**config.mk**
```make
export PLATFORM = sky130hd
export DESIGN_NAME = adcoc_top
export DESIGN_NICKNAME = d
export VERILOG_FILES = /design/src/include/adcoc_pkg.sv /design/src/include/adcoc_pipe_if.sv /design/src/rtl/adcoc_delay_line.sv /design/src/rtl/adcoc_top.sv
export VERILOG_INCLUDE_DIRS = /design/src /design/src/include
export SDC_FILE = /design/constraint.sdc
export NUM_CORES = 1
export LEC_CHECK = 0
export CORE_UTILIZATION = 60
export CTS_BUF_LIST = sky130_fd_sc_hd__clkbuf_4 sky130_fd_sc_hd__clkbuf_8 sky130_fd_sc_hd__clkbuf_16
export CTS_CLUSTER_DIAMETER = 40
export CTS_CLUSTER_SIZE = 14
export DETAILED_ROUTE_END_ITERATION = 16
export DONT_BUFFER_PORTS = 1
export HOLD_SLACK_MARGIN = 0.1
export PLACE_DENSITY_LB_ADDON = 0.1
export SLEW_MARGIN = 25
export SYNTH_ARGS = -nofsm -noshare
export SYNTH_HDL_FRONTEND = slang
export SYNTH_SLANG_ARGS = --single-unit
```
**constraint.sdc**
```tcl
create_clock -name pclk -period 6.5 [get_ports pclk]
set_input_delay 0.65 -clock pclk [delete_from_list [all_inputs] [get_ports pclk]]
set_output_delay 0.65 -clock pclk [all_outputs]
set_load 0.02 [all_outputs]
```
**src/include/adcoc_map.svh**
```systemverilog
`ifndef ADCOC_MAP_SVH
`define ADCOC_MAP_SVH

// ==================================================================
// widths
`define ADCOC_DATA_W          14
`define ADCOC_PIPE_DEPTH      7
`define ADCOC_MV_W            12

// ==================================================================
// register offsets (byte addresses)
`define ADCOC_CTRL_ADDR       12'h000
`define ADCOC_STATUS_ADDR     12'h004
`define ADCOC_REF_ADDR        12'h008
`define ADCOC_DATA_ADDR       12'h00C

// ==================================================================
// field positions and reset values
`define ADCOC_CTRL_DIV_LSB    0
`define ADCOC_CTRL_DIV_MSB    15
`define ADCOC_CTRL_HIGH_LSB   16
`define ADCOC_CTRL_HIGH_MSB   23
`define ADCOC_DIV_RESET       16'h0008
`define ADCOC_HIGH_RESET      8'h04
`define ADCOC_DIV_MIN         16'h0002
`define ADCOC_ST_STANDBY      0
`define ADCOC_ST_FULL_OP      1
`define ADCOC_ST_LOCKED       2
`define ADCOC_ST_TWOS         3
`define ADCOC_ST_DCS          4
`define ADCOC_ST_REFM_LSB     5
`define ADCOC_ST_REFM_MSB     6
`define ADCOC_ST_SLOW         7
`define ADCOC_ST_VALID        8
`define ADCOC_REF_VREF_LSB    0
`define ADCOC_REF_VREF_MSB    11
`define ADCOC_REF_SPAN_LSB    16
`define ADCOC_REF_SPAN_MSB    28

// ==================================================================
// timing
`define ADCOC_CLK_MHZ         125
`define ADCOC_WAKE_TIME_US    7000
`define ADCOC_DISCH_TIME_MS   1000
`define ADCOC_WAKE_CYC        (`ADCOC_WAKE_TIME_US * `ADCOC_CLK_MHZ)
`define ADCOC_DISCH_CYC       (`ADCOC_DISCH_TIME_MS * 1000 * `ADCOC_CLK_MHZ)
`define ADCOC_LOCK_CYCLES     7'd100
`define ADCOC_MIN_RATE_KSPS   1000
`define ADCOC_SLOW_DIV        16'(`ADCOC_CLK_MHZ * 1000 / `ADCOC_MIN_RATE_KSPS)

// ==================================================================
// analog level thresholds in millivolts; mode pin thresholds in sixths of the supply
`define ADCOC_FIXED_LOW_MAX   12'd200
`define ADCOC_HALF_REF_MV     12'd500
`define ADCOC_ONE_REF_MV      12'd1000
`define ADCOC_TIE_MARGIN      12'd20
`define ADCOC_SUPPLY_MARGIN   13'd50
`define ADCOC_MODE_DEN        6
`define ADCOC_MODE_T1         1
`define ADCOC_MODE_T2         3
`define ADCOC_MODE_T3         5

`endif

```
**src/include/adcoc_pkg.sv**
```systemverilog
package adcoc_pkg;

  typedef enum logic [1:0] {
    ref_external,
    ref_fixed_half,
    ref_programmable,
    ref_fixed_one
  } adcoc_ref_mode_t;

  typedef enum logic [1:0] {
    pwr_run,
    pwr_standby,
    pwr_waking
  } adcoc_pwr_state_t;

endpackage : adcoc_pkg

```
**src/include/adcoc_pipe_if.sv**
```systemverilog
`timescale 1ns/10ps
`default_nettype none
`include "adcoc_map.svh"

interface adcoc_pipe_if;
  logic                      shift_en;
  logic [`ADCOC_DATA_W-1:0]  din;
  logic [`ADCOC_DATA_W-1:0]  dout;

  modport ctrl (output shift_en, output din, input dout);
  modport line (input shift_en, input din, output dout);
endinterface : adcoc_pipe_if

`default_nettype wire

```
**src/rtl/adcoc_delay_line.sv**
```systemverilog
`timescale 1ns/10ps
`default_nettype none
`include "adcoc_map.svh"

module adcoc_delay_line (
  // clock and reset
  input  wire logic  pclk,
  input  wire logic  presetn,
  // pipeline port
  adcoc_pipe_if.line p
);

  logic [`ADCOC_DATA_W-1:0] stage_reg [`ADCOC_PIPE_DEPTH];

  // ================================================================
  // one stage per conversion step
  genvar i;
  generate
    for (i = 0; i < `ADCOC_PIPE_DEPTH; i++) begin : g_stage
      // split at elaboration so the first stage never indexes below zero
      if (i == 0) begin : g_first
        always_ff @(posedge pclk or negedge presetn) begin
          if (!presetn) begin
            stage_reg[i] <= '0;
          end else if (p.shift_en) begin
            stage_reg[i] <= p.din;
          end
        end
      end else begin : g_next
        always_ff @(posedge pclk or negedge presetn) begin
          if (!presetn) begin
            stage_reg[i] <= '0;
          end else if (p.shift_en) begin
            stage_reg[i] <= stage_reg[i-1];
          end
        end
      end
    end
  endgenerate

  assign p.dout = stage_reg[`ADCOC_PIPE_DEPTH-1];

endmodule : adcoc_delay_line

`default_nettype wire

```
**src/rtl/adcoc_top.sv**
```systemverilog
// Decided for this implementation: the register offsets and the APB slave port.
`timescale 1ns/10ps
`default_nettype none
`include "adcoc_map.svh"

// ==================================================================
module adcoc_top #(
  parameter int unsigned WAKE_CYCLES  = `ADCOC_WAKE_CYC,
  parameter int unsigned DISCH_CYCLES = `ADCOC_DISCH_CYC
) (
  // clock and reset
  input  wire logic                      pclk,
  input  wire logic                      presetn,
  // apb slave
  input  wire logic                      psel,
  input  wire logic                      penable,
  input  wire logic                      pwrite,
  input  wire logic [11:0]               paddr,
  input  wire logic [31:0]               pwdata,
  output logic      [31:0]               prdata,
  output logic                           pready,
  output logic                           pslverr,
  // converter inputs
  input  wire logic [`ADCOC_DATA_W-1:0]  analog_sample,
  input  wire logic                      standby_request_pin,
  input  wire logic [`ADCOC_MV_W-1:0]    sense_mv,
  input  wire logic [`ADCOC_MV_W-1:0]    mode_mv,
  input  wire logic [`ADCOC_MV_W-1:0]    analog_supply_level_mv,
  input  wire logic [`ADCOC_MV_W-1:0]    prog_ref_mv,
  input  wire logic [`ADCOC_MV_W-1:0]    ext_ref_mv,
  // output bus
  output logic      [`ADCOC_DATA_W-1:0]  data_out,
  output logic                           data_oe,
  output logic                           data_valid,
  // internal state views
  output logic                           sample_clk_int,
  output logic                           ref_enable,
  output logic                           bias_enable,
  output logic      [`ADCOC_MV_W-1:0]    ref_vref_mv,
  output logic      [`ADCOC_MV_W:0]      ref_span_mv
);

  adcoc_pipe_if pipe ();

  logic [15:0]                   div_reg;
  logic [7:0]                    high_reg;
  logic [15:0]                   div_eff;
  logic [15:0]                   phase_reg;
  logic                          sample_en;
  logic                          clk_int_next;
  adcoc_pkg::adcoc_pwr_state_t   pwr_reg;
  logic [27:0]                   acc_reg;
  logic [27:0]                   acc_sum;
  logic [27:0]                   need_reg;
  logic [27:0]                   wake_cnt_reg;
  logic [6:0]                    lock_reg;
  logic [2:0]                    fill_reg;
  logic                          twos_reg;
  logic                          dcs_reg;
  logic                          twos_next;
  logic                          dcs_next;
  adcoc_pkg::adcoc_ref_mode_t    ref_mode_reg;
  adcoc_pkg::adcoc_ref_mode_t    ref_mode_next;
  logic [`ADCOC_MV_W-1:0]        vref_next;
  logic [15:0]                   mode_x;
  logic [15:0]                   sup_x;
  logic                          apb_setup;
  logic                          apb_wr;
  logic                          rate_chg;
  logic [31:0]                   rdata_next;
  logic                          hit;
  logic                          err_reg;
  logic                          running;

  // ================================================================
  // apb slave
  assign apb_setup = psel & ~penable;
  assign apb_wr    = psel & penable & pwrite;
  assign pready    = psel & penable;
  assign pslverr   = psel & penable & err_reg;

  assign hit = (paddr == `ADCOC_CTRL_ADDR) || (paddr == `ADCOC_STATUS_ADDR) ||
               (paddr == `ADCOC_REF_ADDR)  || (paddr == `ADCOC_DATA_ADDR);

  always_comb begin
    rdata_next = '0;
    case (paddr)
      `ADCOC_CTRL_ADDR: begin
        rdata_next[`ADCOC_CTRL_DIV_MSB:`ADCOC_CTRL_DIV_LSB]   = div_reg;
        rdata_next[`ADCOC_CTRL_HIGH_MSB:`ADCOC_CTRL_HIGH_LSB] = high_reg;
      end
      `ADCOC_STATUS_ADDR: begin
        rdata_next[`ADCOC_ST_STANDBY] = (pwr_reg == adcoc_pkg::pwr_standby);
        rdata_next[`ADCOC_ST_FULL_OP] = running;
        rdata_next[`ADCOC_ST_LOCKED]  = (lock_reg == 7'h00);
        rdata_next[`ADCOC_ST_TWOS]    = twos_reg;
        rdata_next[`ADCOC_ST_DCS]     = dcs_reg;
        rdata_next[`ADCOC_ST_REFM_MSB:`ADCOC_ST_REFM_LSB] = 2'(ref_mode_reg);
        // clock source too slow for rated performance
        rdata_next[`ADCOC_ST_SLOW]    = (div_eff > `ADCOC_SLOW_DIV);
        rdata_next[`ADCOC_ST_VALID]   = data_valid;
      end
      `ADCOC_REF_ADDR: begin
        rdata_next[`ADCOC_REF_VREF_MSB:`ADCOC_REF_VREF_LSB] = ref_vref_mv;
        rdata_next[`ADCOC_REF_SPAN_MSB:`ADCOC_REF_SPAN_LSB] = ref_span_mv;
      end
      `ADCOC_DATA_ADDR: begin
        rdata_next[`ADCOC_DATA_W-1:0] = data_out;
      end
      default: begin
        rdata_next = '0;
      end
    endcase
  end

  // read data frozen in the setup phase so it holds through the access
  always_ff @(posedge pclk or negedge presetn) begin
    if (!presetn) begin
      prdata  <= '0;
      err_reg <= 1'b0;
    end else if (apb_setup) begin
      prdata  <= pwrite ? 32'h0000_0000 : rdata_next;
      err_reg <= ~hit;
    end
  end

  assign rate_chg = apb_wr && (paddr == `ADCOC_CTRL_ADDR) &&
                    (pwdata[`ADCOC_CTRL_DIV_MSB:`ADCOC_CTRL_DIV_LSB] != div_reg);

  always_ff @(posedge pclk or negedge presetn) begin
    if (!presetn) begin
      div_reg  <= `ADCOC_DIV_RESET;
      high_reg <= `ADCOC_HIGH_RESET;
    end else if (apb_wr && (paddr == `ADCOC_CTRL_ADDR)) begin
      div_reg  <= pwdata[`ADCOC_CTRL_DIV_MSB:`ADCOC_CTRL_DIV_LSB];
      high_reg <= pwdata[`ADCOC_CTRL_HIGH_MSB:`ADCOC_CTRL_HIGH_LSB];
    end
  end

  // ================================================================
  // sample clock divider
  assign div_eff   = (div_reg < `ADCOC_DIV_MIN) ? `ADCOC_DIV_MIN : div_reg;
  assign sample_en = (phase_reg == 16'h0000);

  always_ff @(posedge pclk or negedge presetn) begin
    if (!presetn) begin
      phase_reg <= '0;
    end else if (phase_reg >= div_eff - 16'h0001) begin
      phase_reg <= '0;
    end else begin
      phase_reg <= phase_reg + 16'h0001;
    end
  end

  // stabilizer off: internal clock follows the programmed input high time
  always_comb begin
    if (dcs_reg) begin
      clk_int_next = (phase_reg < (div_eff >> 1));
    end else begin
      clk_int_next = ({8'h00, high_reg} > phase_reg);
    end
  end

  always_ff @(posedge pclk or negedge presetn) begin
    if (!presetn) begin
      sample_clk_int <= 1'b0;
    end else begin
      sample_clk_int <= clk_int_next;
    end
  end

  // ================================================================
  // mode pin decode, thresholds midway between the four levels
  assign mode_x = 16'({4'h0, mode_mv} * `ADCOC_MODE_DEN);
  assign sup_x  = {4'h0, analog_supply_level_mv};

  always_comb begin
    if (mode_x < 16'(sup_x * `ADCOC_MODE_T1)) begin
      twos_next = 1'b0;
      dcs_next  = 1'b0;
    end else if (mode_x < 16'(sup_x * `ADCOC_MODE_T2)) begin
      twos_next = 1'b0;
      dcs_next  = 1'b1;
    end else if (mode_x < 16'(sup_x * `ADCOC_MODE_T3)) begin
      twos_next = 1'b1;
      dcs_next  = 1'b1;
    end else begin
      twos_next = 1'b1;
      dcs_next  = 1'b0;
    end
  end

  always_ff @(posedge pclk or negedge presetn) begin
    if (!presetn) begin
      twos_reg <= 1'b0;
      dcs_reg  <= 1'b0;
    end else begin
      twos_reg <= twos_next;
      dcs_reg  <= dcs_next;
    end
  end

  // ================================================================
  // reference decode from the sense level
  always_comb begin
    ref_mode_next = adcoc_pkg::ref_programmable;
    vref_next     = prog_ref_mv;
    if (({1'b0, sense_mv} + `ADCOC_SUPPLY_MARGIN) >= {1'b0, analog_supply_level_mv}) begin
      ref_mode_next = adcoc_pkg::ref_external;
      vref_next     = ext_ref_mv;
    end else if (sense_mv <= `ADCOC_FIXED_LOW_MAX) begin
      ref_mode_next = adcoc_pkg::ref_fixed_one;
      vref_next     = `ADCOC_ONE_REF_MV;
    end else if ((sense_mv + `ADCOC_TIE_MARGIN >= `ADCOC_HALF_REF_MV) &&
                 (sense_mv <= `ADCOC_HALF_REF_MV + `ADCOC_TIE_MARGIN)) begin
      ref_mode_next = adcoc_pkg::ref_fixed_half;
      vref_next     = `ADCOC_HALF_REF_MV;
    end
  end

  always_ff @(posedge pclk or negedge presetn) begin
    if (!presetn) begin
      ref_mode_reg <= adcoc_pkg::ref_fixed_one;
      ref_vref_mv  <= '0;
      ref_span_mv  <= '0;
    end else begin
      ref_mode_reg <= ref_mode_next;
      ref_vref_mv  <= vref_next;
      ref_span_mv  <= {vref_next, 1'b0};
    end
  end

  // reference and bias networks dark while in standby
  always_ff @(posedge pclk or negedge presetn) begin
    if (!presetn) begin
      ref_enable  <= 1'b0;
      bias_enable <= 1'b0;
    end else begin
      bias_enable <= (pwr_reg != adcoc_pkg::pwr_standby);
      ref_enable  <= (pwr_reg != adcoc_pkg::pwr_standby) &&
                     (ref_mode_reg != adcoc_pkg::ref_external);
    end
  end

  // ================================================================
  // standby and wake-up
  // discharge is modelled as a fraction: each standby cycle adds
  // WAKE/DISCH of a cycle to the recharge debt, capped at a full wake
  assign acc_sum = acc_reg + 28'(WAKE_CYCLES);
  assign running = (pwr_reg == adcoc_pkg::pwr_run);

  always_ff @(posedge pclk or negedge presetn) begin
    if (!presetn) begin
      pwr_reg      <= adcoc_pkg::pwr_run;
      acc_reg      <= '0;
      need_reg     <= '0;
      wake_cnt_reg <= '0;
    end else begin
      case (pwr_reg)
        adcoc_pkg::pwr_run: begin
          acc_reg  <= '0;
          need_reg <= '0;
          if (standby_request_pin) begin
            pwr_reg <= adcoc_pkg::pwr_standby;
          end
        end
        adcoc_pkg::pwr_standby: begin
          if (!standby_request_pin) begin
            pwr_reg      <= adcoc_pkg::pwr_waking;
            wake_cnt_reg <= need_reg;
          end else if (need_reg < 28'(WAKE_CYCLES)) begin
            if (acc_sum >= 28'(DISCH_CYCLES)) begin
              acc_reg  <= acc_sum - 28'(DISCH_CYCLES);
              need_reg <= need_reg + 28'h000_0001;
            end else begin
              acc_reg <= acc_sum;
            end
          end
        end
        adcoc_pkg::pwr_waking: begin
          if (standby_request_pin) begin
            pwr_reg  <= adcoc_pkg::pwr_standby;
            need_reg <= wake_cnt_reg;
          end else if (wake_cnt_reg == 28'h000_0000) begin
            pwr_reg <= adcoc_pkg::pwr_run;
          end else begin
            wake_cnt_reg <= wake_cnt_reg - 28'h000_0001;
          end
        end
        default: begin
          pwr_reg <= adcoc_pkg::pwr_run;
        end
      endcase
    end
  end

  // ================================================================
  // stabilizer relock after a rate change or when it is switched on
  always_ff @(posedge pclk or negedge presetn) begin
    if (!presetn) begin
      lock_reg <= '0;
    end else if ((dcs_next && rate_chg) || (dcs_next && !dcs_reg)) begin
      lock_reg <= `ADCOC_LOCK_CYCLES;
    end else if (!dcs_reg) begin
      lock_reg <= '0;
    end else if (sample_en && (lock_reg != 7'h00)) begin
      lock_reg <= lock_reg - 7'h01;
    end
  end

  // ================================================================
  // conversion pipeline
  assign pipe.shift_en = sample_en;
  assign pipe.din      = analog_sample;

  adcoc_delay_line u_delay (
    .pclk    (pclk),
    .presetn (presetn),
    .p       (pipe)
  );

  // last pipeline step is the output latch, giving eight edges in all
  always_ff @(posedge pclk or negedge presetn) begin
    if (!presetn) begin
      data_out <= '0;
    end else if (sample_en) begin
      if (twos_reg) begin
        data_out <= {~pipe.dout[`ADCOC_DATA_W-1], pipe.dout[`ADCOC_DATA_W-2:0]};
      end else begin
        data_out <= pipe.dout;
      end
    end
  end

  // words already in flight at wake are stale, so refill before valid
  always_ff @(posedge pclk or negedge presetn) begin
    if (!presetn) begin
      fill_reg <= '0;
    end else if (!running) begin
      fill_reg <= '0;
    end else if (sample_en && (fill_reg != 3'(`ADCOC_PIPE_DEPTH))) begin
      fill_reg <= fill_reg + 3'h1;
    end
  end

  always_ff @(posedge pclk or negedge presetn) begin
    if (!presetn) begin
      data_oe    <= 1'b0;
      data_valid <= 1'b0;
    end else begin
      data_oe    <= (pwr_reg != adcoc_pkg::pwr_standby);
      data_valid <= running && (fill_reg == 3'(`ADCOC_PIPE_DEPTH)) &&
                    (!dcs_reg || (lock_reg == 7'h00));
    end
  end

endmodule : adcoc_top

`default_nettype wire

```
==> summary.txt, run 1 <==
Run status
  – Outcome: complete, but fails checks
  – Violations in the final reports: negative hold slack

CTS
  – Resized cells post-CTS: 0
  – Worst-case clock buffer depth: 3
  – Sink count of the clock tree: 295
  – Post CTS Setup Buffer Count: 0
  – TritonCTS clock tree: done
  – CTS buffer count: 42
  – H-tree depth reported by CTS: 2
  – Source-to-sink clock delay at the later pin of the worst-skew pair: 0.56 ns
  – Clock-pin slew on the worst setup and hold paths: 0.06 ns
  – Library cell used as clock root buffer: sky130_fd_sc_hd__clkbuf_16

Route
  – Final antenna-violating net count: 0
  – Mean routed wirelength per cell: 19.4 um
  – Number of optimization iterations in the first detailed-route pass: 5
  – Final routed DRC violation total: 0
  – Total vias in the final route: 15.5k
  – Routed vias/inst: 6.21
  – Aggregate routed wire length: 48,500 um
  – Iter 0 DRT Violations: ~1k

Job
  – # Max-Cap Violations: 0

Hold path
  – Min-delay worst type: in2async

Pwr
  – Net switching power: approximately 2500 uW
  – Portion of total power attributed to sequential cells: 34.3%
  – Switching share of power: 36.6%
  – Clock network fraction of total power: between 30% and 40%
  – Areal power density over the cells: between 300 and 400 nW/um2
  – Standby leakage power: between 0.009 and 0.01 uW
  – Gate power share: around 30%
  – Cell internal pwr: 4330 uW
  – Total power after layout: 6840 uW
  – Max IR drop VDD: 321 uV

Cells and area
  – Net count, final: approximately 2.3k
  – Largest register FFs: 84
  – Non-filler instance count after layout: 2,501
  – Util after Layout: 66.8%
  – Area added between synthesis and finish: 8.72%
  – Share of layout cells above drive strength 1: 13.3%

Critical path
  – Arrival time of the worst setup path: 4.77 ns
  – CP Launch Type: input port
  – Crit path largest cell delay: 0.72 ns
  – Kind of cell adding the most delay to the critical path: compound AO/OA/AOI/OAI gates
  – Crit path buf inv count: 0
  – Max Fanout on Critical Path: 4
  – Kind of critical path: in2reg
  – Series of cell instances along the critical path: ha_1, a21o_1, a21oi_1, o21bai_1, a2111oi_0, nor2_1, a21oi_1, o21bai_1, xor2_1, ha_1, a211o_1, nor4_1, a211oi_1, a2111oi_0
  – Required time reported for the critical path endpoint: 6.93 ns
  – CP Capture Type: flip-flop
  – Worst path slowest cell: sky130_fd_sc_hd__nor4_1

Placement
  – PortBufs: 0
  – HPWL reported at the end of detailed placement: 34,600 um
  – Placed Instances: 2,424
  – Placer's final routability congestion estimate: 0.892

Die
  – Number of primary I/O pins: just over 200
  – Placement Rows: 65
  – Die height: between 150 and 200 um
  – Die outline width: 182 um
  – Floorplan core area: 31,800 um2
  – Initial cell density of the core: 61.5%
  – Die area: roughly 33,000 um2

STA
  – Hold WS: -0.210 ns
  – Final TNS setup: 0 ns
  – Achievable Freq: ~230 MHz
  – Slew Limit Fails: 0
  – Clock period minus worst slack: 4.34 ns
  – Max_slew headroom: between 20% and 30%
  – Setup repair after global routing missed its margin: false
  – Final worst-path cycle share: between 60% and 70%
  – Count of final setup violators: 0
  – Final Hold Fails: 202
  – Final worst clock skew: 0.0334 ns
  – Tightest Pin Transition: 1.15 ns

Global routing
  – Vias in the first global route: 15.0k
  – Initial antenna violation count: 1
  – Total routing usage reported by global routing: 29.4%
  – Pin count of the biggest net entering global routing: 296
  – Residual overflow from global routing: 0
  – First-pass GRT wire length: 78,500 um

Logic synthesis
  – Avg Cell Area, Syn: 9.40 um2
  – Sequential cell area fraction in the yosys report: 37.8%
  – Count of synthesis-stage warnings from yosys: 0
  – Synth Register Bits: 295
  – Unique masters post-synth: 93
  – Share of async-settable or async-resettable flops after synthesis: 100%
  – Post-synth EDFFs: 0
  – Top_reg_cell synth: sky130_fd_sc_hd__dfrtp_1
  – Instance count of the mapped netlist: between 2k and 2.5k
  – Synthesized area: a little under 20,000 um2
per-layer routing:
| layer | track usage, % | vias up | part of all wire [%] |
|---|---|---|---|
| met4 | 9.92 | 0 | 3.1 |
| met5 | 0 | - | 0 |
| met2 | 47.8 | 482 | 46 |
| li1 | - | 7394 | - |
| met3 | 4.81 | 118 | 6.6 |
| met1 | 39.8 | 7538 | 44 |
worst paths after layout:
check                      slack, ns              start     endpoint  cells past startpoint
setup / recovery                2.16         mode_mv[1]  lock_reg[1]                     14
hold / removal                 -0.21            presetn   div_reg[2]                      0
setup reg to reg                2.21         acc_reg[3]  acc_reg[24]                     14
hold reg to reg                 0.49  u_delay.p.dout[5]  data_out[5]                      1
max in group asynchronous       5.88            presetn   acc_reg[8]                      0
min in group pclk               0.20          pwdata[3]   div_reg[3]                      2
cells in the mapped netlist, drive strengths merged, types with 20 or more instances:
| master | instances | area share (%) |
|---|---|---|
| a21o | 42 | 1.7 |
| a21oi | 96 | 2.5 |
| a22o | 22 | 0.99 |
| a22oi | 21 | 0.81 |
| and3 | 22 | 0.70 |
| buf | 30 | 1.1 |
| clkbuf | 77 | 1.5 |
| dfrtp | 291 | 37 |
| ha | 153 | 9.8 |
| inv | 108 | 2.1 |
| mux2 | 142 | 8.2 |
| nand2 | 194 | 3.8 |
| nand2b | 24 | 0.77 |
| nand3 | 76 | 1.9 |
| nor2 | 129 | 2.5 |
| nor2b | 20 | 0.64 |
| nor3 | 43 | 1.1 |
| nor4 | 26 | 0.91 |
| o21ai | 179 | 4.6 |
| xnor2 | 74 | 3.4 |
| xor2 | 47 | 2.1 |
stage by stage:
stage | setup slack, ns | instance area, um2
2_1_floorplan | 2.20 | 19600
3_3_place_gp | 1.65 | 19700
3_5_place_dp | 1.51 | 19700
4_1_cts | 2.17 | 21200
5_1_grt | 1.72 | 21200
6_report | 2.16 | 21300
layout make-up:
type	instances	area [um2]
multi-input combinational	1573	11300
fill	2556	10500
sequential	295	7390
clock buffer	48	1120
tap	435	544
clock inverter	28	412
inverter	108	405
timing repair buffer	13	97.6
antenna	1	2.50
cells in the final DEF, fill, tap and decap left out, types with 9 or more instances in the layout:
cell and count:
sky130_fd_sc_hd__o211ai_1 9, sky130_fd_sc_hd__nor2b_1 20, sky130_fd_sc_hd__mux2_2 142, sky130_fd_sc_hd__nor4_1 25, sky130_fd_sc_hd__a211o_1 9, sky130_fd_sc_hd__a31oi_1 9, sky130_fd_sc_hd__and2_1 10, sky130_fd_sc_hd__o22ai_1 12
sky130_fd_sc_hd__or2_2 10, sky130_fd_sc_hd__nor2_1 127, sky130_fd_sc_hd__nand4_1 13, sky130_fd_sc_hd__xnor2_1 73, sky130_fd_sc_hd__o31ai_1 10, sky130_fd_sc_hd__a21oi_1 94, sky130_fd_sc_hd__inv_1 107, sky130_fd_sc_hd__a211oi_1 11
sky130_fd_sc_hd__or3_1 18, sky130_fd_sc_hd__o21ai_0 174, sky130_fd_sc_hd__clkbuf_16 42, sky130_fd_sc_hd__mux2i_1 18, sky130_fd_sc_hd__nand2_1 192, sky130_fd_sc_hd__or4_1 14, sky130_fd_sc_hd__xor2_1 47, sky130_fd_sc_hd__buf_4 13
sky130_fd_sc_hd__a22oi_1 21, sky130_fd_sc_hd__ha_1 152, sky130_fd_sc_hd__dfrtp_1 291, sky130_fd_sc_hd__nor3_1 42, sky130_fd_sc_hd__nand2b_1 24, sky130_fd_sc_hd__a22o_1 22, sky130_fd_sc_hd__a21o_1 41, sky130_fd_sc_hd__and3_1 22
sky130_fd_sc_hd__nand3_1 76, sky130_fd_sc_hd__o21a_1 18
power groups by stage:
stage | combinational [uW] | clock, uW | sequential [uW]
after global routing | 2280 | 2570 | 2370
final | 2040 | 2450 | 2340
after global placement | 1960 | 0 | 2360
after floorplan | 1700 | 0 | 2220
after detailed placement | 2010 | 0 | 2370
after CTS | 2030 | 2490 | 2340
cells by family after synthesis:
kind of cell | after synthesis | share of synthesized area, %
AND/OR/NAND/NOR | 620 | 15.5
other | 1 | 0.0192
flip-flops | 295 | 37.8
multiplexers | 162 | 9.33
AO/OA/AOI/OAI | 510 | 17.1
adder cells (fa/ha/maj) | 156 | 10.1
XOR/XNOR | 121 | 5.46
buffers and inverters | 215 | 4.64
(Power assumes the default switching activity.)
==> run 2, diff against run 1 <==
==> constraint.sdc (replaced) <==
create_clock -name pclk -period 4 [get_ports pclk]
set_input_delay 0.4 -clock pclk [delete_from_list [all_inputs] [get_ports pclk]]
set_output_delay 0.4 -clock pclk [all_outputs]
set_load 0.02 [all_outputs]
==> run 2 against run 1 <==
Count of clock-buffer cells in the layout is 1 lower. Die area unchanged. Clock skew fell by 0.0075 ns. Critical path depth increased by 2. Final cell count is 4.6% higher. The run still ends with negative hold slack left. Largest power group is now sequential cells.
==> summary.txt, run 2 (synthesis gave the netlist of run 1 again) <==
STA
  – Max_slew headroom: 24.7% (+2.3 points)
  – Final worst-path cycle share: 93.5%
  – Count of final setup violators: 0 (unchanged)
  – Final worst clock skew: 0.0259 ns (-0.00751 ns)
  – Least setup slack across all paths after layout: 0.259 ns (-1.90 ns)
  – Slew Limit Fails: 0 (unchanged)
  – Achievable Freq: 267 MHz
  – Setup repair after global routing missed its margin: false
  – Final Hold Fails: 292 (+45%)
  – Tightest Pin Transition: 1.12 ns (-0.0336 ns)
  – Hold WS: -0.445 ns (-0.235 ns)
  – Clock period minus worst slack: 3.74 ns

Placement
  – Placer's final routability congestion estimate: 0.930 (+4.4%)
  – HPWL reported at the end of detailed placement: 36,000 um (+3.9%)
  – PortBufs: 0 (unchanged)
  – Pre-CTS WS: -0.170 ns (-1.68 ns)

Route
  – Aggregate routed wire length: 51,500 um (+6.2%)
  – Routed vias/inst: 6.16 (-0.79%)
  – Final routed DRC violation total: 0 (unchanged)
  – Iter 0 DRT Violations: 1,154 (+15%)
  – Number of optimization iterations in the first detailed-route pass: 5 (unchanged)
  – Total vias in the final route: 16.1k (+3.7%)
  – Final antenna-violating net count: 0 (unchanged)
  – Mean routed wirelength per cell: 19.7 um (+1.6%)

Pwr
  – Max IR drop VDD: 526 uV (+64%)
  – Areal power density over the cells: 507 nW/um2 (+58%)
  – Standby leakage power: 0.0104 uW (+4.8%)

CTS
  – Post CTS Setup Buffer Count: 0 (unchanged)
  – Worst-case clock buffer depth: 3 (unchanged)
  – CTS buffer count: 41 (-2.4%)
  – Library cell used as clock root buffer: sky130_fd_sc_hd__clkbuf_16
  – Clock-pin slew on the worst setup and hold paths: 0.06 ns (about the same)
  – Sink count of the clock tree: 295 (unchanged)
  – Count of hold-fix buffers inserted at cts: 60
  – H-tree depth reported by CTS: 2 (unchanged)
  – Source-to-sink clock delay at the later pin of the worst-skew pair: 0.55 ns (about the same)
  – TritonCTS clock tree: done

Cells and area
  – Commonest non-fill, non-tap cell in the layout: sky130_fd_sc_hd__dfrtp_1
  – Area added between synthesis and finish: 13.4%
  – Largest register FFs: 84 (unchanged)
  – Net count, final: 2,430 (+5.1%)
  – Top library cells by usage in the layout, fill and taps aside: sky130_fd_sc_hd__dfrtp_1, sky130_fd_sc_hd__nand2_1, sky130_fd_sc_hd__o21ai_0
  – Number of filler instances in the final layout: 2,466 (-3.5%)
  – Share of layout cells above drive strength 1: 15.1% (+1.9 points)
  – N_diodes: 0 (-1)

Die
  – Initial cell density of the core: 61.5% (unchanged)
  – Number of primary I/O pins: 202 (unchanged)
  – Placement Rows: 65 (unchanged)
  – Floorplan core area: 31,800 um2 (unchanged)
  – Die area: 33,300 um2 (unchanged)
  – Die height: 182 um (unchanged)
  – Die outline width: 182 um (unchanged)

Hold path
  – Min-delay worst type: in2async

Critical path
  – Reg2reg start: div_reg[10]
  – Arrival time of the worst setup path: 4.21 ns (-0.56 ns)
  – Required time reported for the critical path endpoint: 4.47 ns (-2.46 ns)
  – Crit path largest cell delay: 0.61 ns (-0.11 ns)
  – Most used cell, CP: sky130_fd_sc_hd__a21o_1
  – Max Fanout on Critical Path: 16 (+12)
  – CP Capture Type: flip-flop
  – Worst reg-to-reg setup slack: 0.26 ns (-1.95 ns)
  – Kind of cell adding the most delay to the critical path: simple AND/OR/NAND/NOR gates
  – Worst R2R Path Depth: 16 (+2)
  – CP Launch Type: flip-flop
  – Crit path buf inv count: 1 (+1)
  – Series of cell instances along the critical path: or4_1, nor3_2, nand4b_1, nand2_1, ha_1, ha_1, a21o_1, a21o_1, a21o_1, a21o_1, a21o_1, a21o_1, a21oi_1, o211ai_1, buf_4, nor2_1
  – Kind of critical path: reg2reg
  – Worst path slowest cell: sky130_fd_sc_hd__or4_1
  – Reg-to-reg critical path endpoint: phase_reg[7]

Global routing
  – Pin count of the biggest net entering global routing: 296 (unchanged)
  – Initial antenna violation count: 0 (-1)
  – Vias in the first global route: 16.0k (+6.5%)
  – Residual overflow from global routing: 0 (unchanged)
  – First-pass GRT wire length: 82,700 um (+5.3%)
  – Total routing usage reported by global routing: 31.1% (+1.7 points)

Job
  – # Max-Cap Violations: 0 (unchanged)

Run status
  – Violations in the final reports: negative hold slack
  – Outcome: complete, but fails checks
-- run 2: changes by cell type in the layout (fill, tap and decap cells not counted), sizes merged --
cell         previous run  this run
clkinvlp                3         5
clkbuf                 48        47
clkinv                 10         8
diode                   1         0
dlygate4sd3             0        60
inv                   116       117
buf                    13        71
bufinv                  7         4
-- run 2: final cells by class --
type	count	area [um2]	area share [%]
Multi-Input combinational cell	1573	11300	50.9
Tap cell	435	544	2.45
Timing Repair Buffer	131	1150	5.17
Sequential cell	295	7390	33.3
Clock buffer	47	1090	4.94
Clock inverter	26	317	1.43
Inverter	108	405	1.83
-- run 2: metrics by stage --
step	power (uW)	cell area, um2	TNS, ns	std cells	utilization [%]
2_1_floorplan	6380	19600	0	2083	-
3_3_place_gp	7340	20200	-0.989	2482	63.4
3_5_place_dp	7430	20200	-1.07	2482	63.4
4_1_cts	11200	22200	0	2615	69.7
5_1_grt	11900	22200	0	2615	69.7
6_report	11200	22200	0	2615	69.7
-- run 2: timing repair --
action | 4_1_cts | 5_1_grt
setup endpoints to repair | 0 | 16
resized for setup | 0 | 1
endpoints found under the hold margin | 361 | 295
-- run 2: metal layers --
metal / GRT usage [%] / vias up / routed length [um]
li1: - / 7613 / -
met1: 40.4 / 7790 / 22000
met2: 50.3 / 589 / 23900
met3: 6.25 / 119 / 3620
met4: 13.4 / 0 / 1930
met5: 0 / - / 0
-- run 2: how the worst max path moves through the flow --
stage	from	to	slack [ns]	cells past startpoint
3_5_place_dp	mode_mv[1]	lock_reg[3]	-0.17	19
5_1_grt	analog_supply_level_mv[0]	lock_reg[3]	0.03	22
2_1_floorplan	analog_supply_level_mv[0]	lock_reg[1]	0.05	21
3_3_place_gp	analog_supply_level_mv[0]	lock_reg[4]	-0.17	22
6_report	div_reg[10]	phase_reg[7]	0.26	16
4_1_cts	div_reg[10]	phase_reg[7]	0.14	16
-- run 2: where the power goes --
part / total (uW) / switching, uW / internal, uW / leakage, uW
Combinational: 3730 / 2200 / 1520 / 0.00587
Clock: 3700 / 1430 / 2270 / 0.000687
Sequential: 3810 / 532 / 3270 / 0.00385
